**src/pkg/sadc_pkg.sv**
```systemverilog
// register map, field layout and reset values of the sensor converter register bank
package sadc_pkg;

  localparam logic [7:0] ADDR_OSC     = 8'h30;
  localparam logic [7:0] ADDR_PAD_OUT = 8'h40;
  localparam logic [7:0] ADDR_PAD_IN  = 8'h41;
  localparam logic [7:0] ADDR_KEY     = 8'h44;
  localparam logic [7:0] ADDR_RES_LO  = 8'h50;
  localparam logic [7:0] ADDR_RES_HI  = 8'h51;
  localparam logic [7:0] ADDR_CFG0    = 8'h52;
  localparam logic [7:0] ADDR_CFG1    = 8'h53;
  localparam logic [7:0] ADDR_CFG2    = 8'h54;
  localparam logic [7:0] ADDR_CFG3    = 8'h55;
  localparam logic [7:0] ADDR_CFG4    = 8'h56;
  localparam logic [7:0] ADDR_CFG5    = 8'h57;

  localparam logic [7:0] RESET_KEY_CODE = 8'hDE;

  // command byte: bit 0 high selects a read
  localparam int CMD_READ_BIT = 0;

  // field positions
  localparam int OSC_ENABLE_BIT       = 0;
  localparam int PAD_ONE_DIR_BIT      = 5;
  localparam int PAD_ZERO_DIR_BIT     = 4;
  localparam int PAD_ONE_DRIVE_BIT    = 1;
  localparam int PAD_ZERO_DRIVE_BIT   = 0;
  localparam int CFG0_START_BIT       = 7;
  localparam int CFG0_CONT_BIT        = 1;
  localparam int CFG0_SHIFT_BIT       = 0;
  localparam int CFG4_READY_BIT       = 7;
  localparam int CFG5_BUSY_BIT        = 7;
  localparam int CFG5_DEF_BIT         = 6;

  // reset values
  localparam logic       OSC_RST      = 1'b1;
  localparam logic [5:0] PAD_CTRL_RST = 6'h30;
  localparam logic [1:0] PAD_RSVD_RD  = 2'h3;
  localparam logic [7:0] KEY_RST      = 8'h00;
  localparam logic [15:0] RESULT_RST  = 16'h0000;
  localparam logic [7:0] CFG0_RST     = 8'h28;
  localparam logic [7:0] CFG1_RST     = 8'hF0;
  localparam logic [7:0] CFG2_RST     = 8'h00;
  localparam logic [7:0] CFG3_RST     = 8'h0C;
  localparam logic [7:0] CFG4_RST     = 8'h00;
  localparam logic [7:0] CFG5_RST     = 8'h00;

  typedef struct packed {
    logic        osc;
    logic [5:0]  pad_ctrl;
    logic [7:0]  key;
    logic [15:0] result;
    logic [7:0]  cfg0;
    logic [7:0]  cfg1;
    logic [7:0]  cfg2;
    logic [7:0]  cfg3;
    logic [7:0]  cfg4;
    logic [7:0]  cfg5;
  } sadc_regs_s;

  localparam sadc_regs_s REGS_RST = '{
    osc: OSC_RST, pad_ctrl: PAD_CTRL_RST, key: KEY_RST, result: RESULT_RST,
    cfg0: CFG0_RST, cfg1: CFG1_RST, cfg2: CFG2_RST, cfg3: CFG3_RST,
    cfg4: CFG4_RST, cfg5: CFG5_RST};

endpackage

```
**src/logic/sadc_sync.sv**
```systemverilog
// two-stage synchroniser for pin inputs
`timescale 1ns/100ps
module sadc_sync import sadc_pkg::*; #(
  parameter int           W       = 1,
  parameter logic [W-1:0] RST_VAL = '0
) (
  input  wire logic         i_mclk,
  input  wire logic         i_reset_n,
  input  wire logic         i_ce,
  input  wire logic [W-1:0] i_async,
  output logic      [W-1:0] o_sync
);

  typedef struct packed {
    logic [W-1:0] meta;
    logic [W-1:0] sync;
  } sadc_sync_s;

  sadc_sync_s s_r;
  sadc_sync_s s_nxt;

  always_comb begin
    s_nxt      = s_r;
    s_nxt.meta = i_async;
    s_nxt.sync = s_r.meta;
  end

  always_ff @(posedge i_mclk) begin
    if (!i_reset_n) begin
      s_r <= '{meta: RST_VAL, sync: RST_VAL};
    end else if (i_ce) begin
      s_r <= s_nxt;
    end
  end

  assign o_sync = s_r.sync;

endmodule

```
**src/logic/sadc_edge.sv**
```systemverilog
// edge finder on a synchronised level
`timescale 1ns/100ps
module sadc_edge import sadc_pkg::*; #(
  parameter logic RST_LEVEL = 1'b0
) (
  input  wire logic i_mclk,
  input  wire logic i_reset_n,
  input  wire logic i_ce,
  input  wire logic i_level,
  output logic      o_rise,
  output logic      o_fall
);

  typedef struct packed {
    logic prev;
  } sadc_edge_s;

  sadc_edge_s s_r;
  sadc_edge_s s_nxt;

  always_comb begin
    s_nxt      = s_r;
    s_nxt.prev = i_level;
  end

  always_ff @(posedge i_mclk) begin
    if (!i_reset_n) begin
      s_r <= '{prev: RST_LEVEL};
    end else if (i_ce) begin
      s_r <= s_nxt;
    end
  end

  assign o_rise = i_ce & i_level & ~s_r.prev;
  assign o_fall = i_ce & ~i_level & s_r.prev;

endmodule

```
**src/logic/sadc_regbank.sv**
```systemverilog
// serial-slave register bank of the sensor converter
// Contract
// - registers are reached only over the serial slave, with 8-bit addresses.
// - after power-on reset every field holds its reset value.
// - oscillator bit 0 enables oscillator, resets 1; bits 7:1 read zero.
// - pad output bits 5 and 4 set pad directions, output=1, reset 1.
// - bit 1 drives pad one if output and external reference off.
// - bit 0 drives pad zero if output and reference output off.
// - pad input register is read-only, bits 1:0 show pad levels.
// - writing 0xDE to key register resets the device; register resets 0.
// - 16-bit result readable as low and high read-only bytes, reset zero.
// - writing 1 to config zero bit 7 starts one conversion.
// - config zero bits 6:5 give elementary conversion count exponent, reset 01.
// - config zero bits 4:2 give oversampling exponent minus three, reset 010.
// - config zero bit 1 selects continuous, self-repeating conversions.
// - config zero bit 0 shifts samples out directly without read command.
// - config one holds bias selects (reset 11) and stage enables (reset 0).
// - config two and three hold frequency, gains and offset with reset values.
// - config four bit 7 enables combined ready mode; bits 6:0 offset.
// - config five bit 7 shows activity; writing bit 6 loads defaults, starts.
// - config five bits 5:1 select input, bit 0 selects reference.
// - address auto-increments after each data byte while select stays low.
`timescale 1ns/100ps
module sadc_regbank import sadc_pkg::*; (
  input  wire logic        i_mclk,
  input  wire logic        i_reset_n,
  input  wire logic        i_ce,
  input  wire logic        i_sclk,
  input  wire logic        i_ss_n,
  input  wire logic        i_mosi,
  output logic             o_miso,
  output logic             o_miso_oe,
  input  wire logic        i_pad_zero,
  output logic             o_pad_zero,
  output logic             o_pad_zero_oe,
  input  wire logic        i_pad_one,
  output logic             o_pad_one,
  output logic             o_pad_one_oe,
  input  wire logic        i_ext_reference_on_pad_one,
  input  wire logic        i_reference_out_on_pad_zero,
  input  wire logic        i_conv_done,
  input  wire logic [15:0] i_conv_result,
  output logic             o_conv_start,
  output logic             o_soft_reset,
  output logic             o_osc_enable,
  output logic [7:0]       o_conversion_control,
  output logic [7:0]       o_bias_and_stage_enable,
  output logic [7:0]       o_sampling_and_stage2_setup,
  output logic [7:0]       o_stage1_stage3_gain,
  output logic [7:0]       o_ready_mode_and_stage3_offset,
  output logic [7:0]       o_activity_and_input_select
);

  typedef enum logic [1:0] {PH_CMD, PH_ADDR, PH_DATA} sadc_phase_e;

  typedef struct packed {
    sadc_phase_e phase;
    logic [2:0]  bit_cnt;
    logic [7:0]  rx;
    logic [16:0] tx;
    logic [7:0]  addr;
    logic        is_read;
    logic        load_pend;
    logic [7:0]  rd_buf;
    logic        miso_oe;
    logic [1:0]  pad_lvl;
    logic        pad0_out;
    logic        pad0_oe;
    logic        pad1_out;
    logic        pad1_oe;
    logic        conv_start;
    logic        soft_pulse;
    sadc_regs_s  regs;
  } sadc_state_s;

  localparam sadc_state_s STATE_RST = '{
    phase: PH_CMD, bit_cnt: 3'h0, rx: 8'h00, tx: 17'h1FFFF, addr: 8'h00,
    is_read: 1'b0, load_pend: 1'b0, rd_buf: 8'h00, miso_oe: 1'b0,
    pad_lvl: 2'h0, pad0_out: 1'b0, pad0_oe: 1'b0, pad1_out: 1'b0,
    pad1_oe: 1'b0, conv_start: 1'b0, soft_pulse: 1'b0, regs: REGS_RST};

  sadc_state_s s_r;
  sadc_state_s s_nxt;

  logic [4:0] pins_sync;
  logic       sclk_rise;
  logic       sclk_fall;
  logic       ss_rise;
  logic       ss_fall;
  logic       selected;
  logic       byte_done;
  logic [7:0] rx_byte;
  logic       wr_en;
  logic       data_done;

  // pin order: pad one, pad zero, mosi, select, serial clock
  sadc_sync #(
    .W       (5),
    .RST_VAL (5'h02)
  ) u_sync (
    .i_mclk    (i_mclk),
    .i_reset_n (i_reset_n),
    .i_ce      (i_ce),
    .i_async   ({i_pad_one, i_pad_zero, i_mosi, i_ss_n, i_sclk}),
    .o_sync    (pins_sync)
  );

  sadc_edge #(
    .RST_LEVEL (1'b0)
  ) u_sclk_edge (
    .i_mclk    (i_mclk),
    .i_reset_n (i_reset_n),
    .i_ce      (i_ce),
    .i_level   (pins_sync[0]),
    .o_rise    (sclk_rise),
    .o_fall    (sclk_fall)
  );

  sadc_edge #(
    .RST_LEVEL (1'b1)
  ) u_ss_edge (
    .i_mclk    (i_mclk),
    .i_reset_n (i_reset_n),
    .i_ce      (i_ce),
    .i_level   (pins_sync[1]),
    .o_rise    (ss_rise),
    .o_fall    (ss_fall)
  );

  assign selected  = ~pins_sync[1];
  assign byte_done = sclk_rise & selected & (s_r.bit_cnt == 3'h7);
  assign rx_byte   = {s_r.rx[6:0], pins_sync[2]};
  assign wr_en     = byte_done & (s_r.phase == PH_DATA) & ~s_r.is_read;
  assign data_done = byte_done & (s_r.phase == PH_DATA);

  // reserved bits read as fixed values
  function automatic logic [7:0] rd_reg(input logic [7:0] a, input sadc_regs_s r, input logic [1:0] lvl);
    logic [7:0] v;
    v = 8'h00;
    unique case (a)
      ADDR_OSC:     v = {7'h00, r.osc};
      ADDR_PAD_OUT: v = {PAD_RSVD_RD, r.pad_ctrl};
      ADDR_PAD_IN:  v = {6'h00, lvl};
      ADDR_KEY:     v = r.key;
      ADDR_RES_LO:  v = r.result[7:0];
      ADDR_RES_HI:  v = r.result[15:8];
      ADDR_CFG0:    v = r.cfg0;
      ADDR_CFG1:    v = r.cfg1;
      ADDR_CFG2:    v = r.cfg2;
      ADDR_CFG3:    v = r.cfg3;
      ADDR_CFG4:    v = r.cfg4;
      ADDR_CFG5:    v = r.cfg5;
      default:      v = 8'h00;
    endcase
    return v;
  endfunction

  always_comb begin
    s_nxt            = s_r;
    s_nxt.conv_start = 1'b0;
    s_nxt.soft_pulse = 1'b0;
    s_nxt.miso_oe    = selected;
    s_nxt.pad_lvl    = pins_sync[4:3];

    // framing restarts whenever select is raised or lowered
    if (ss_rise || ss_fall) begin
      s_nxt.phase     = PH_CMD;
      s_nxt.bit_cnt   = 3'h0;
      s_nxt.load_pend = 1'b0;
    end

    // command, address, then data bytes sampled on clock rise
    if (sclk_rise && selected) begin
      s_nxt.rx      = rx_byte;
      s_nxt.bit_cnt = 3'(s_r.bit_cnt + 3'h1);
      if (byte_done) begin
        unique case (s_r.phase)
          PH_CMD: begin
            s_nxt.is_read = rx_byte[CMD_READ_BIT];
            s_nxt.phase   = PH_ADDR;
          end
          PH_ADDR: begin
            s_nxt.addr  = rx_byte;
            s_nxt.phase = PH_DATA;
            if (s_r.is_read) begin
              s_nxt.rd_buf    = rd_reg(rx_byte, s_r.regs, s_r.pad_lvl);
              s_nxt.load_pend = 1'b1;
            end
          end
          PH_DATA: begin
            // next register follows each data byte
            s_nxt.addr = 8'(s_r.addr + 8'h01);
            if (s_r.is_read) begin
              s_nxt.rd_buf    = rd_reg(8'(s_r.addr + 8'h01), s_r.regs, s_r.pad_lvl);
              s_nxt.load_pend = 1'b1;
            end
          end
        endcase
      end
    end

    // bits leave on clock fall, ones fill behind them
    if (sclk_fall && selected) begin
      if (s_r.load_pend) begin
        s_nxt.tx        = {s_r.rd_buf, 9'h1FF};
        s_nxt.load_pend = 1'b0;
      end else begin
        s_nxt.tx = {s_r.tx[15:0], 1'b1};
      end
    end

    // result bytes and activity flag change together
    if (i_conv_done && s_r.regs.cfg5[CFG5_BUSY_BIT]) begin
      s_nxt.regs.result               = i_conv_result;
      s_nxt.regs.cfg5[CFG5_BUSY_BIT]  = 1'b0;
      s_nxt.regs.cfg5[CFG5_DEF_BIT]   = 1'b0;
      s_nxt.regs.cfg0[CFG0_START_BIT] = 1'b0;
      // sample goes straight to the output shifter
      if (s_r.regs.cfg0[CFG0_SHIFT_BIT]) begin
        // ready mode marks the new sample with a low bit first
        if (s_r.regs.cfg4[CFG4_READY_BIT]) begin
          s_nxt.tx = {1'b0, i_conv_result};
        end else begin
          s_nxt.tx = {i_conv_result, 1'b1};
        end
      end
      // continuous mode restarts on its own
      if (s_r.regs.cfg0[CFG0_CONT_BIT]) begin
        s_nxt.conv_start               = 1'b1;
        s_nxt.regs.cfg5[CFG5_BUSY_BIT] = 1'b1;
      end
    end

    // writes come last so a new start wins over a finishing one
    if (wr_en) begin
      unique case (s_r.addr)
        // only the enable bit is stored
        ADDR_OSC:     s_nxt.regs.osc = rx_byte[OSC_ENABLE_BIT];
        ADDR_PAD_OUT: s_nxt.regs.pad_ctrl = rx_byte[5:0];
        ADDR_KEY:     s_nxt.regs.key = rx_byte;
        ADDR_CFG0: begin
          // count, oversampling, mode bits stored whole
          s_nxt.regs.cfg0 = rx_byte;
          if (rx_byte[CFG0_START_BIT]) begin
            s_nxt.conv_start               = 1'b1;
            s_nxt.regs.cfg5[CFG5_BUSY_BIT] = 1'b1;
          end
        end
        ADDR_CFG1:    s_nxt.regs.cfg1 = rx_byte;
        ADDR_CFG2:    s_nxt.regs.cfg2 = rx_byte;
        ADDR_CFG3:    s_nxt.regs.cfg3 = rx_byte;
        ADDR_CFG4:    s_nxt.regs.cfg4 = rx_byte;
        ADDR_CFG5: begin
          // input and reference select; activity bit stays read-only
          s_nxt.regs.cfg5[6:0] = rx_byte[6:0];
          if (rx_byte[CFG5_DEF_BIT]) begin
            s_nxt.regs.cfg0                 = CFG0_RST;
            s_nxt.regs.cfg0[CFG0_START_BIT] = 1'b1;
            s_nxt.regs.cfg1                 = CFG1_RST;
            s_nxt.regs.cfg2                 = CFG2_RST;
            s_nxt.regs.cfg3                 = CFG3_RST;
            s_nxt.regs.cfg4                 = CFG4_RST;
            s_nxt.regs.cfg5[CFG5_BUSY_BIT]  = 1'b1;
            s_nxt.conv_start                = 1'b1;
          end
        end
        default: begin
        end
      endcase
    end

    if (wr_en && (s_r.addr == ADDR_KEY) && (rx_byte == RESET_KEY_CODE)) begin
      s_nxt.regs       = REGS_RST;
      s_nxt.conv_start = 1'b0;
      s_nxt.soft_pulse = 1'b1;
    end

    // pad one drives only as output with external reference off
    s_nxt.pad1_out = s_nxt.regs.pad_ctrl[PAD_ONE_DRIVE_BIT];
    s_nxt.pad1_oe  = s_nxt.regs.pad_ctrl[PAD_ONE_DIR_BIT] & ~i_ext_reference_on_pad_one;
    // pad zero drives only as output with reference output off
    s_nxt.pad0_out = s_nxt.regs.pad_ctrl[PAD_ZERO_DRIVE_BIT];
    s_nxt.pad0_oe  = s_nxt.regs.pad_ctrl[PAD_ZERO_DIR_BIT] & ~i_reference_out_on_pad_zero;
  end

  // synchronous reset loads every reset value
  always_ff @(posedge i_mclk) begin
    if (!i_reset_n) begin
      s_r <= STATE_RST;
    end else if (i_ce) begin
      s_r <= s_nxt;
    end
  end

  assign o_miso                         = s_r.tx[16];
  assign o_miso_oe                      = s_r.miso_oe;
  assign o_pad_zero                     = s_r.pad0_out;
  assign o_pad_zero_oe                  = s_r.pad0_oe;
  assign o_pad_one                      = s_r.pad1_out;
  assign o_pad_one_oe                   = s_r.pad1_oe;
  assign o_conv_start                   = s_r.conv_start;
  assign o_soft_reset                   = s_r.soft_pulse;
  assign o_osc_enable                   = s_r.regs.osc;
  assign o_conversion_control           = s_r.regs.cfg0;
  assign o_bias_and_stage_enable        = s_r.regs.cfg1;
  assign o_sampling_and_stage2_setup    = s_r.regs.cfg2;
  assign o_stage1_stage3_gain           = s_r.regs.cfg3;
  assign o_ready_mode_and_stage3_offset = s_r.regs.cfg4;
  assign o_activity_and_input_select    = s_r.regs.cfg5;
endmodule

```
**config.mk**
```make
export PLATFORM = sky130hd
export DESIGN_NAME = sadc_regbank
export DESIGN_NICKNAME = d
export VERILOG_FILES = /design/src/pkg/sadc_pkg.sv /design/src/logic/sadc_sync.sv /design/src/logic/sadc_edge.sv /design/src/logic/sadc_regbank.sv
export SDC_FILE = /design/constraint.sdc
export NUM_CORES = 1
export LEC_CHECK = 0
export BUFFER_PORTS_ARGS = -buffer_cell sky130_fd_sc_hd__buf_2
export CAP_MARGIN = 20
export CORE_ASPECT_RATIO = 0.7
export CORE_UTILIZATION = 60
export CTS_CLUSTER_DIAMETER = 120
export DETAILED_ROUTE_END_ITERATION = 8
export PLACE_DENSITY_LB_ADDON = 0.2
export SYNTH_ARGS = -nofsm -noshare
export SYNTH_HDL_FRONTEND = slang
export SYNTH_SLANG_ARGS = --single-unit
```
**constraint.sdc**
```tcl
create_clock -name i_mclk -period 3.6 [get_ports i_mclk]
set_clock_uncertainty 0.15 [all_clocks]
set_input_delay 0.54 -clock i_mclk [delete_from_list [all_inputs] [get_ports i_mclk]]
set_output_delay 0.54 -clock i_mclk [all_outputs]
set_load 0.1 [all_outputs]
```
== Word level (Yosys, flattened, before mapping) ==
Index checks and enable logic that the tools add are counted.

* ROM bits: 0
* Logic and storage cells: 174
* Memories: 0
* Bits in registers: 148
* Bits of input ports: 27
* Bits in latches: 0
* Memory bits (writable): 0

* Shifts and indexed selects: 0
* Reductions and logical operators: 35
* Bitwise gates (word level): 21
* Magnitude comparators: 0
* Eq/ne operators: 40
* Multipliers: 0
* $add $sub $neg: 2
* Multiplexer cells: 43
* Div/mod/pow operators: 0

{| class="wikitable"
|+ Operator list
! cell !! number
|-
| equality test 8 x 7 -> 1 bit (second input constant) || 30
|-
| one-hot mux 8 bit (12 select lines) || 2
|-
| two-way mux 17 bit || 6
|-
| one-hot mux 8 bit (2 select lines) || 6
|-
| two-way mux 81 bit || 1
|-
| two-way mux 48 bit || 1
|-
| two-way mux 41 bit || 1
|-
| two-way mux 9 bit || 4
|-
| AND reduction 4 bit || 7
|-
| equality test 8 x 6 -> 1 bit (second input constant) || 3
|-
| one-hot mux 9 bit (2 select lines) || 1
|-
| nonzero test 2 bit || 8
|-
| two-way mux 15 bit || 1
|-
| nonzero test 3 bit || 5
|-
| AND 1 bit || 14
|-
| two-way mux 13 bit || 1
|-
| AND reduction 3 bit || 4
|-
| two-way mux 1 bit || 10
|-
| adder 8 x 1 -> 8 bit (second input constant) || 1
|-
| equality test 8 bit (second input constant) || 1
|-
| two-way mux 8 bit || 1
|-
| two-way mux 7 bit || 1
|-
| inverter 1 bit || 7
|-
| two-way mux 6 bit || 1
|-
| 15 further kinds || 24
|}

== Logic depth before layout (Yosys ltp) ==
* Word-level depth: 11
* Gate-level depth with buffers: 10
* Mapped depth without buffers: 9

== Modules after synthesis ==
Synthesis repeated with hierarchy kept, for this count alone.

* Cell total of the unflattened synthesis: 1040
* Area, all modules: 8670.8 sq um

{| class="wikitable"
|+ Modules (own cells, without submodules)
! module !! area each (sq um) !! sequential area each (sq um) !! instances !! cells each
|-
| sadc_regbank || 8202.9 || 2662.6 || 1 || 997
|-
| sadc_sync || 369.1 || 200.2 || 1 || 31
|-
| sadc_edge at u_sclk_edge || 51.3 || 20.0 || 1 || 6
|-
| sadc_edge at u_ss_edge || 47.5 || 20.0 || 1 || 6
|}

== Least setup slack after synthesis ==
OpenSTA, ideal clock, no wires.

* Path type: input -> register
* From: in i_ce
* To: reg s_r (netlist bit o_ready_mode_and_stage3_offset[0])
* Setup slack: 1059 ps
* Data arrival time: 2275 ps
* Path buffers: 3
* Stages: 10
* Data required time: 3334 ps
* Path through: buf_4 -> and4bb_1 -> buf_2 -> nand4_1 -> or4_4 -> buf_6 -> and2_4 -> and3_4 -> mux2i_1 -> nor2b_1

* Longest elaborated chain between the ends: 10

{| class="wikitable"
|+ Ends and longest elaborated chain
! what !! RTL line !! RTL
|-
| start, declared || sadc_regbank.sv:27 || <nowiki>input wire logic i_ce,</nowiki>
|-
| AND 1 bit (2 in series) || sadc_edge.sv:34 || <nowiki>assign o_rise = i_ce & i_level & ~s_r.prev;</nowiki>
|-
| AND 1 bit (2 in series) || sadc_regbank.sv:131 || <nowiki>assign byte_done = sclk_rise & selected & (s_r.bit_cnt == 3'h7);</nowiki>
|-
| AND 1 bit || - ||
|-
| AND 1 bit || sadc_regbank.sv:133 || <nowiki>assign wr_en = byte_done & (s_r.phase == PH_DATA) & ~s_r.is_read;</nowiki>
|-
| logical AND 1 bit (2 in series) || sadc_regbank.sv:272 || <nowiki>if (wr_en && (s_r.addr == ADDR_KEY) && (rx_byte == RESET_KEY_CODE)) begin</nowiki>
|-
| != test 3 bit (no line) (tied with other cells) || - ||
|-
| AND reduction 4 bit (no line) || - ||
|-
| end signal, assigned || sadc_regbank.sv:291 || <nowiki>s_r <= s_nxt;</nowiki>
|-
| end, declared || sadc_regbank.sv:82 || <nowiki>sadc_state_s s_r;</nowiki>
|}

Parallel ways exist; a longest one is shown, timed or not.
A chain may end at the register's enable or synchronous reset.

== Worst setup path in the final report ==
* From: reg s_r (netlist bit rx_byte[5])
* To: reg s_r[93] (netlist name)

* Longest elaborated chain between the ends: 4

{| class="wikitable"
|+ Ends and longest elaborated chain
! what !! RTL line !! RTL
|-
| equality test 8 x 7 -> 1 bit or equality test 8 x 6 -> 1 bit (tied branches) || sadc_regbank.sv:140 || <nowiki>unique case (a)</nowiki>
|-
| one-hot mux 8 bit (12 select lines) (*) || sadc_regbank.sv:140 ||
|-
| two-way mux 9 bit (*) || sadc_regbank.sv:185 || <nowiki>if (s_r.is_read) begin</nowiki>
|-
| one-hot mux 9 bit (2 select lines) (*) || sadc_regbank.sv:177 || <nowiki>unique case (s_r.phase)</nowiki>
|}

Every way passes the cells marked *; elsewhere a longest branch is shown, timed or not. The select of a mux whose other input is x is not followed.

==> flow_summary.json <==
{
  "die_h_um": 101.9,
  "path_class": "register to register",
  "combPwrFrac_pct": 3.1,
  "synth_cells": 1013,
  "ir_worst_vdd_mv": 0.3081,
  "dp_hpwl_mm": 20.09,
  "grt_pass1_wl_mm": 42.46,
  "rsz0062_at_grt": "no",
  "clockBufferDepth": 2,
  "start_util_pct": 61.48,
  "synth_area_leaders": "dfxtp_1 34%, mux2i_1 9.5%, nand2_1 5.6%",
  "p_sw_share_pct": 21.49,
  "cts_buffers": 17,
  "fin_crit_sh_pct": 100.2,
  "vias": 8096,
  "status": "finished with violations",
  "clk_pin_slew_ns": 0.06,
  "drtIter0Drc": 1171,
  "r2r_slack_ns": -0.006,
  "end_kind": "register",
  "hold_path_class": "input port to register",
  "final-max-slew-violation-count": 0,
  "power_frac_seq_pct": 44.9,
  "drc": 6,
  "cts_resized": 0,
  "p_leak_nw": 3.554,
  "syn_avg_cell_area_um2": 8.447,
  "postPlaceCellArea_um2": 8730,
  "min_period_ns": 3.606,
  "drv_cap": 0,
  "h-tree-depth": 4,
  "clkLatencyLatePin_ns": 0.44,
  "core_um2": 13920,
  "fillers": 1139,
  "postCtsHoldBufs": 0,
  "power_density_nw_per_um2": 386.0,
  "ant_nets": 0,
  "synth_area_um2": 8557,
  "yosysUniqueCellTypes": 75,
  "finalSetupViolations": 1,
  "r2r_cells": 7,
  "grt_pass1_vias": 7015,
  "min_path_cells": 3,
  "max_slew_margin_pct": 30.25,
  "ys_ff_latch": 145,
  "setup_tns_ns": -0.005965,
  "timing.fmax_mhz": 277.3,
  "totalWireLength_mm": 28.10,
  "p_sw_w": 0.0007750,
  "io_buffers": 83,
  "synth_flop_cell": "dfxtp_1",
  "p_int_w": 0.002831,
  "antenna_found_initial": 0,
  "synth_top_area_share_pct": 33.92,
  "wl_per_cell_um": 23.04,
  "violations": "DRC, setup timing",
  "grt_max_degree": 81,
  "antenna_cells": 0,
  "cp.arrival_ns": 3.80,
  "grtUsageTotal_pct": 39.08,
  "crit_path_start_kind": "register",
  "drt_first_pass_iters": 9,
  "final_area_um2": 9341,
  "tightestPinTransition_ns": 1.032,
  "hold_viol": 0,
  "num_rows": 36,
  "routed_via_density": 6.636,
  "crit_required_ns": 3.80,
  "final.setup.worst_slack_ns": -0.005965,
  "async_reset_ff_share_pct": 0,
  "die_w_um": 144.7,
  "ys_seq_area_share_pct": 33.92,
  "synth_edf_count": 0,
  "yosysWarnings": 0,
  "synth_nets": 1051,
  "hold_slack_ns": 0.1871,
  "cts_tree": "built",
  "cp_max_fo": 9,
  "gp_congestion": 1.035,
  "finalNetCount": 1056,
  "pin_count": 84,
  "clkPwrFrac_pct": 52.0,
  "gr-total-overflow": 0,
  "synth_largest_area_cell": "dfxtp_1",
  "postCtsSetupRepairBufs": 0,
  "dieArea_um2": 14750,
  "drive_gt1_share_pct": 16.89,
  "clock_sinks": 145,
  "cts_root_buf": "clkbuf_16",
  "area_growth_pct": 9.168
}
-- per-layer routing --
| layer | global-route usage (%) | wire [µm] | up-vias |
|---|---|---|---|
| met3 | 13.07 | 3770 | 60 |
| met5 | 0 | 0 | - |
| met2 | 53.25 | 11130 | 529 |
| met4 | 11.58 | 808 | 0 |
| met1 | 57.50 | 12400 | 3859 |
| li1 | - | - | 3648 |
-- power by group through the flow --
stage | clock network [W] | logic, W | registers, W
after global placement | 0 | 0.000110 | 0.00165
after floorplan | 0 | 0.0000652 | 0.00166
after global routing | 0.00194 | 0.000121 | 0.00162
after detailed placement | 0 | 0.000111 | 0.00165
final | 0.00188 | 0.000112 | 0.00162
after CTS | 0.00187 | 0.000111 | 0.00162
-- synth_stat cells (3+ instances only) --
cell and n:
a211o_1 3, nor3_1 22, o21ai_0 48, buf_1 7, o21a_1 4, buf_6 3, a21oi_1 45, a221oi_1 9
nor3b_1 6, dfxtp_1 145, a211oi_1 4, a22o_1 4, o211ai_1 15, and4_1 4, inv_1 10, buf_4 50
and3_4 5, nor2b_1 75, nand4_1 8, ha_1 11, o21ai_2 3, o2bb2ai_1 4, nand3_1 36, nand2_1 127
clkbuf_1 56, mux2_2 5, o22ai_1 5, nand2b_1 7, or2_2 3, o21ai_1 3, buf_2 9, o2111ai_1 3
and2_1 7, nor2_1 32, a2bb2oi_1 4, a222oi_1 8, and3_1 12, a32oi_1 3, a22oi_1 49, mux4_2 6
a21boi_0 26, mux2i_1 81
-- cells by family (layout without fill, tap and decap cells) --
family                   Yosys count  count (layout)  share of synthesized area, %
XOR/XNOR                           4               4                        0.4095
adder cells (fa/ha/maj)           11              11                         1.608
AO/OA/AOI/OAI                    263             263                         21.36
buffers and inverters            135             152                         8.510
flip-flops                       145             145                         33.92
multiplexers                      92              92                         11.71
AND/OR/NAND/NOR                  363             363                         22.47
-- sequential cells by signal (all words and copies together), names as in the netlist, 5 cells and up --
register,flops
s_r,71
o_activity_and_input_select,8
o_bias_and_stage_enable,8
o_conversion_control,8
o_ready_mode_and_stage3_offset,8
o_sampling_and_stage2_setup,8
o_stage1_stage3_gain,8
rx_byte,7
u_sync.o_sync,5
u_sync.s_nxt,5
-- final timing paths --
kind / from / end
worst max register to register: rx_byte[5] / s_r[93]
worst min register to register: s_r[108] / s_r[108]
worst max-delay path: rx_byte[5] / s_r[93]
worst min-delay path: i_ss_n / u_sync.s_nxt[1]
-- critical path: stages, from the launching register on --
cell,delay (ns)
dfxtp_1,0.45
nor4b_1,0.95
nand3_1,0.44
nor3b_1,0.89
a221oi_1,0.33
nand2_1,0.14
a22oi_1,0.07
o21ai_0,0.10
-- per-stage QoR --
stage	worst slack [ns]	total power (W)	util (%)	instances
floorplan	1.059	0.001727	-	1013
global placement	0.3267	0.001763	62.72	1189
detailed placement	0.4273	0.001763	62.72	1189
CTS	0.3914	0.003603	67.12	1220
global route	0.09167	0.003683	67.12	1220
finish	-0.005965	0.003606	67.12	1220
-- layout make-up --
| cell class | instances | area [µm²] | area share (%) |
|---|---|---|---|
| Timing Repair Buffer | 111 | 625.6 | 6.697 |
| Inverter | 10 | 37.54 | 0.4018 |
| Clock inverter | 9 | 157.7 | 1.688 |
| Clock buffer | 22 | 454.2 | 4.862 |
| Tap cell | 190 | 237.7 | 2.545 |
| Sequential cell | 145 | 2903 | 31.07 |
| Multi-Input combinational cell | 733 | 4926 | 52.73 |
-- cell usage in the layout (no fill, tap or decap), types with 8 or more instances in the layout --
cell,count
a21boi_0,26
a221oi_1,9
inv_1,10
buf_4,28
nand2_1,127
nor2b_1,75
mux2i_1,81
a22oi_1,49
a222oi_1,8
dfxtp_1,145
o21ai_0,48
nand3_1,36
ha_1,11
o211ai_1,15
nand4_1,8
clkbuf_16,17
a21oi_1,45
nor3_1,22
buf_2,83
and3_1,12
nor2_1,32
No activity file was read; power rests on OpenSTA's default activity.
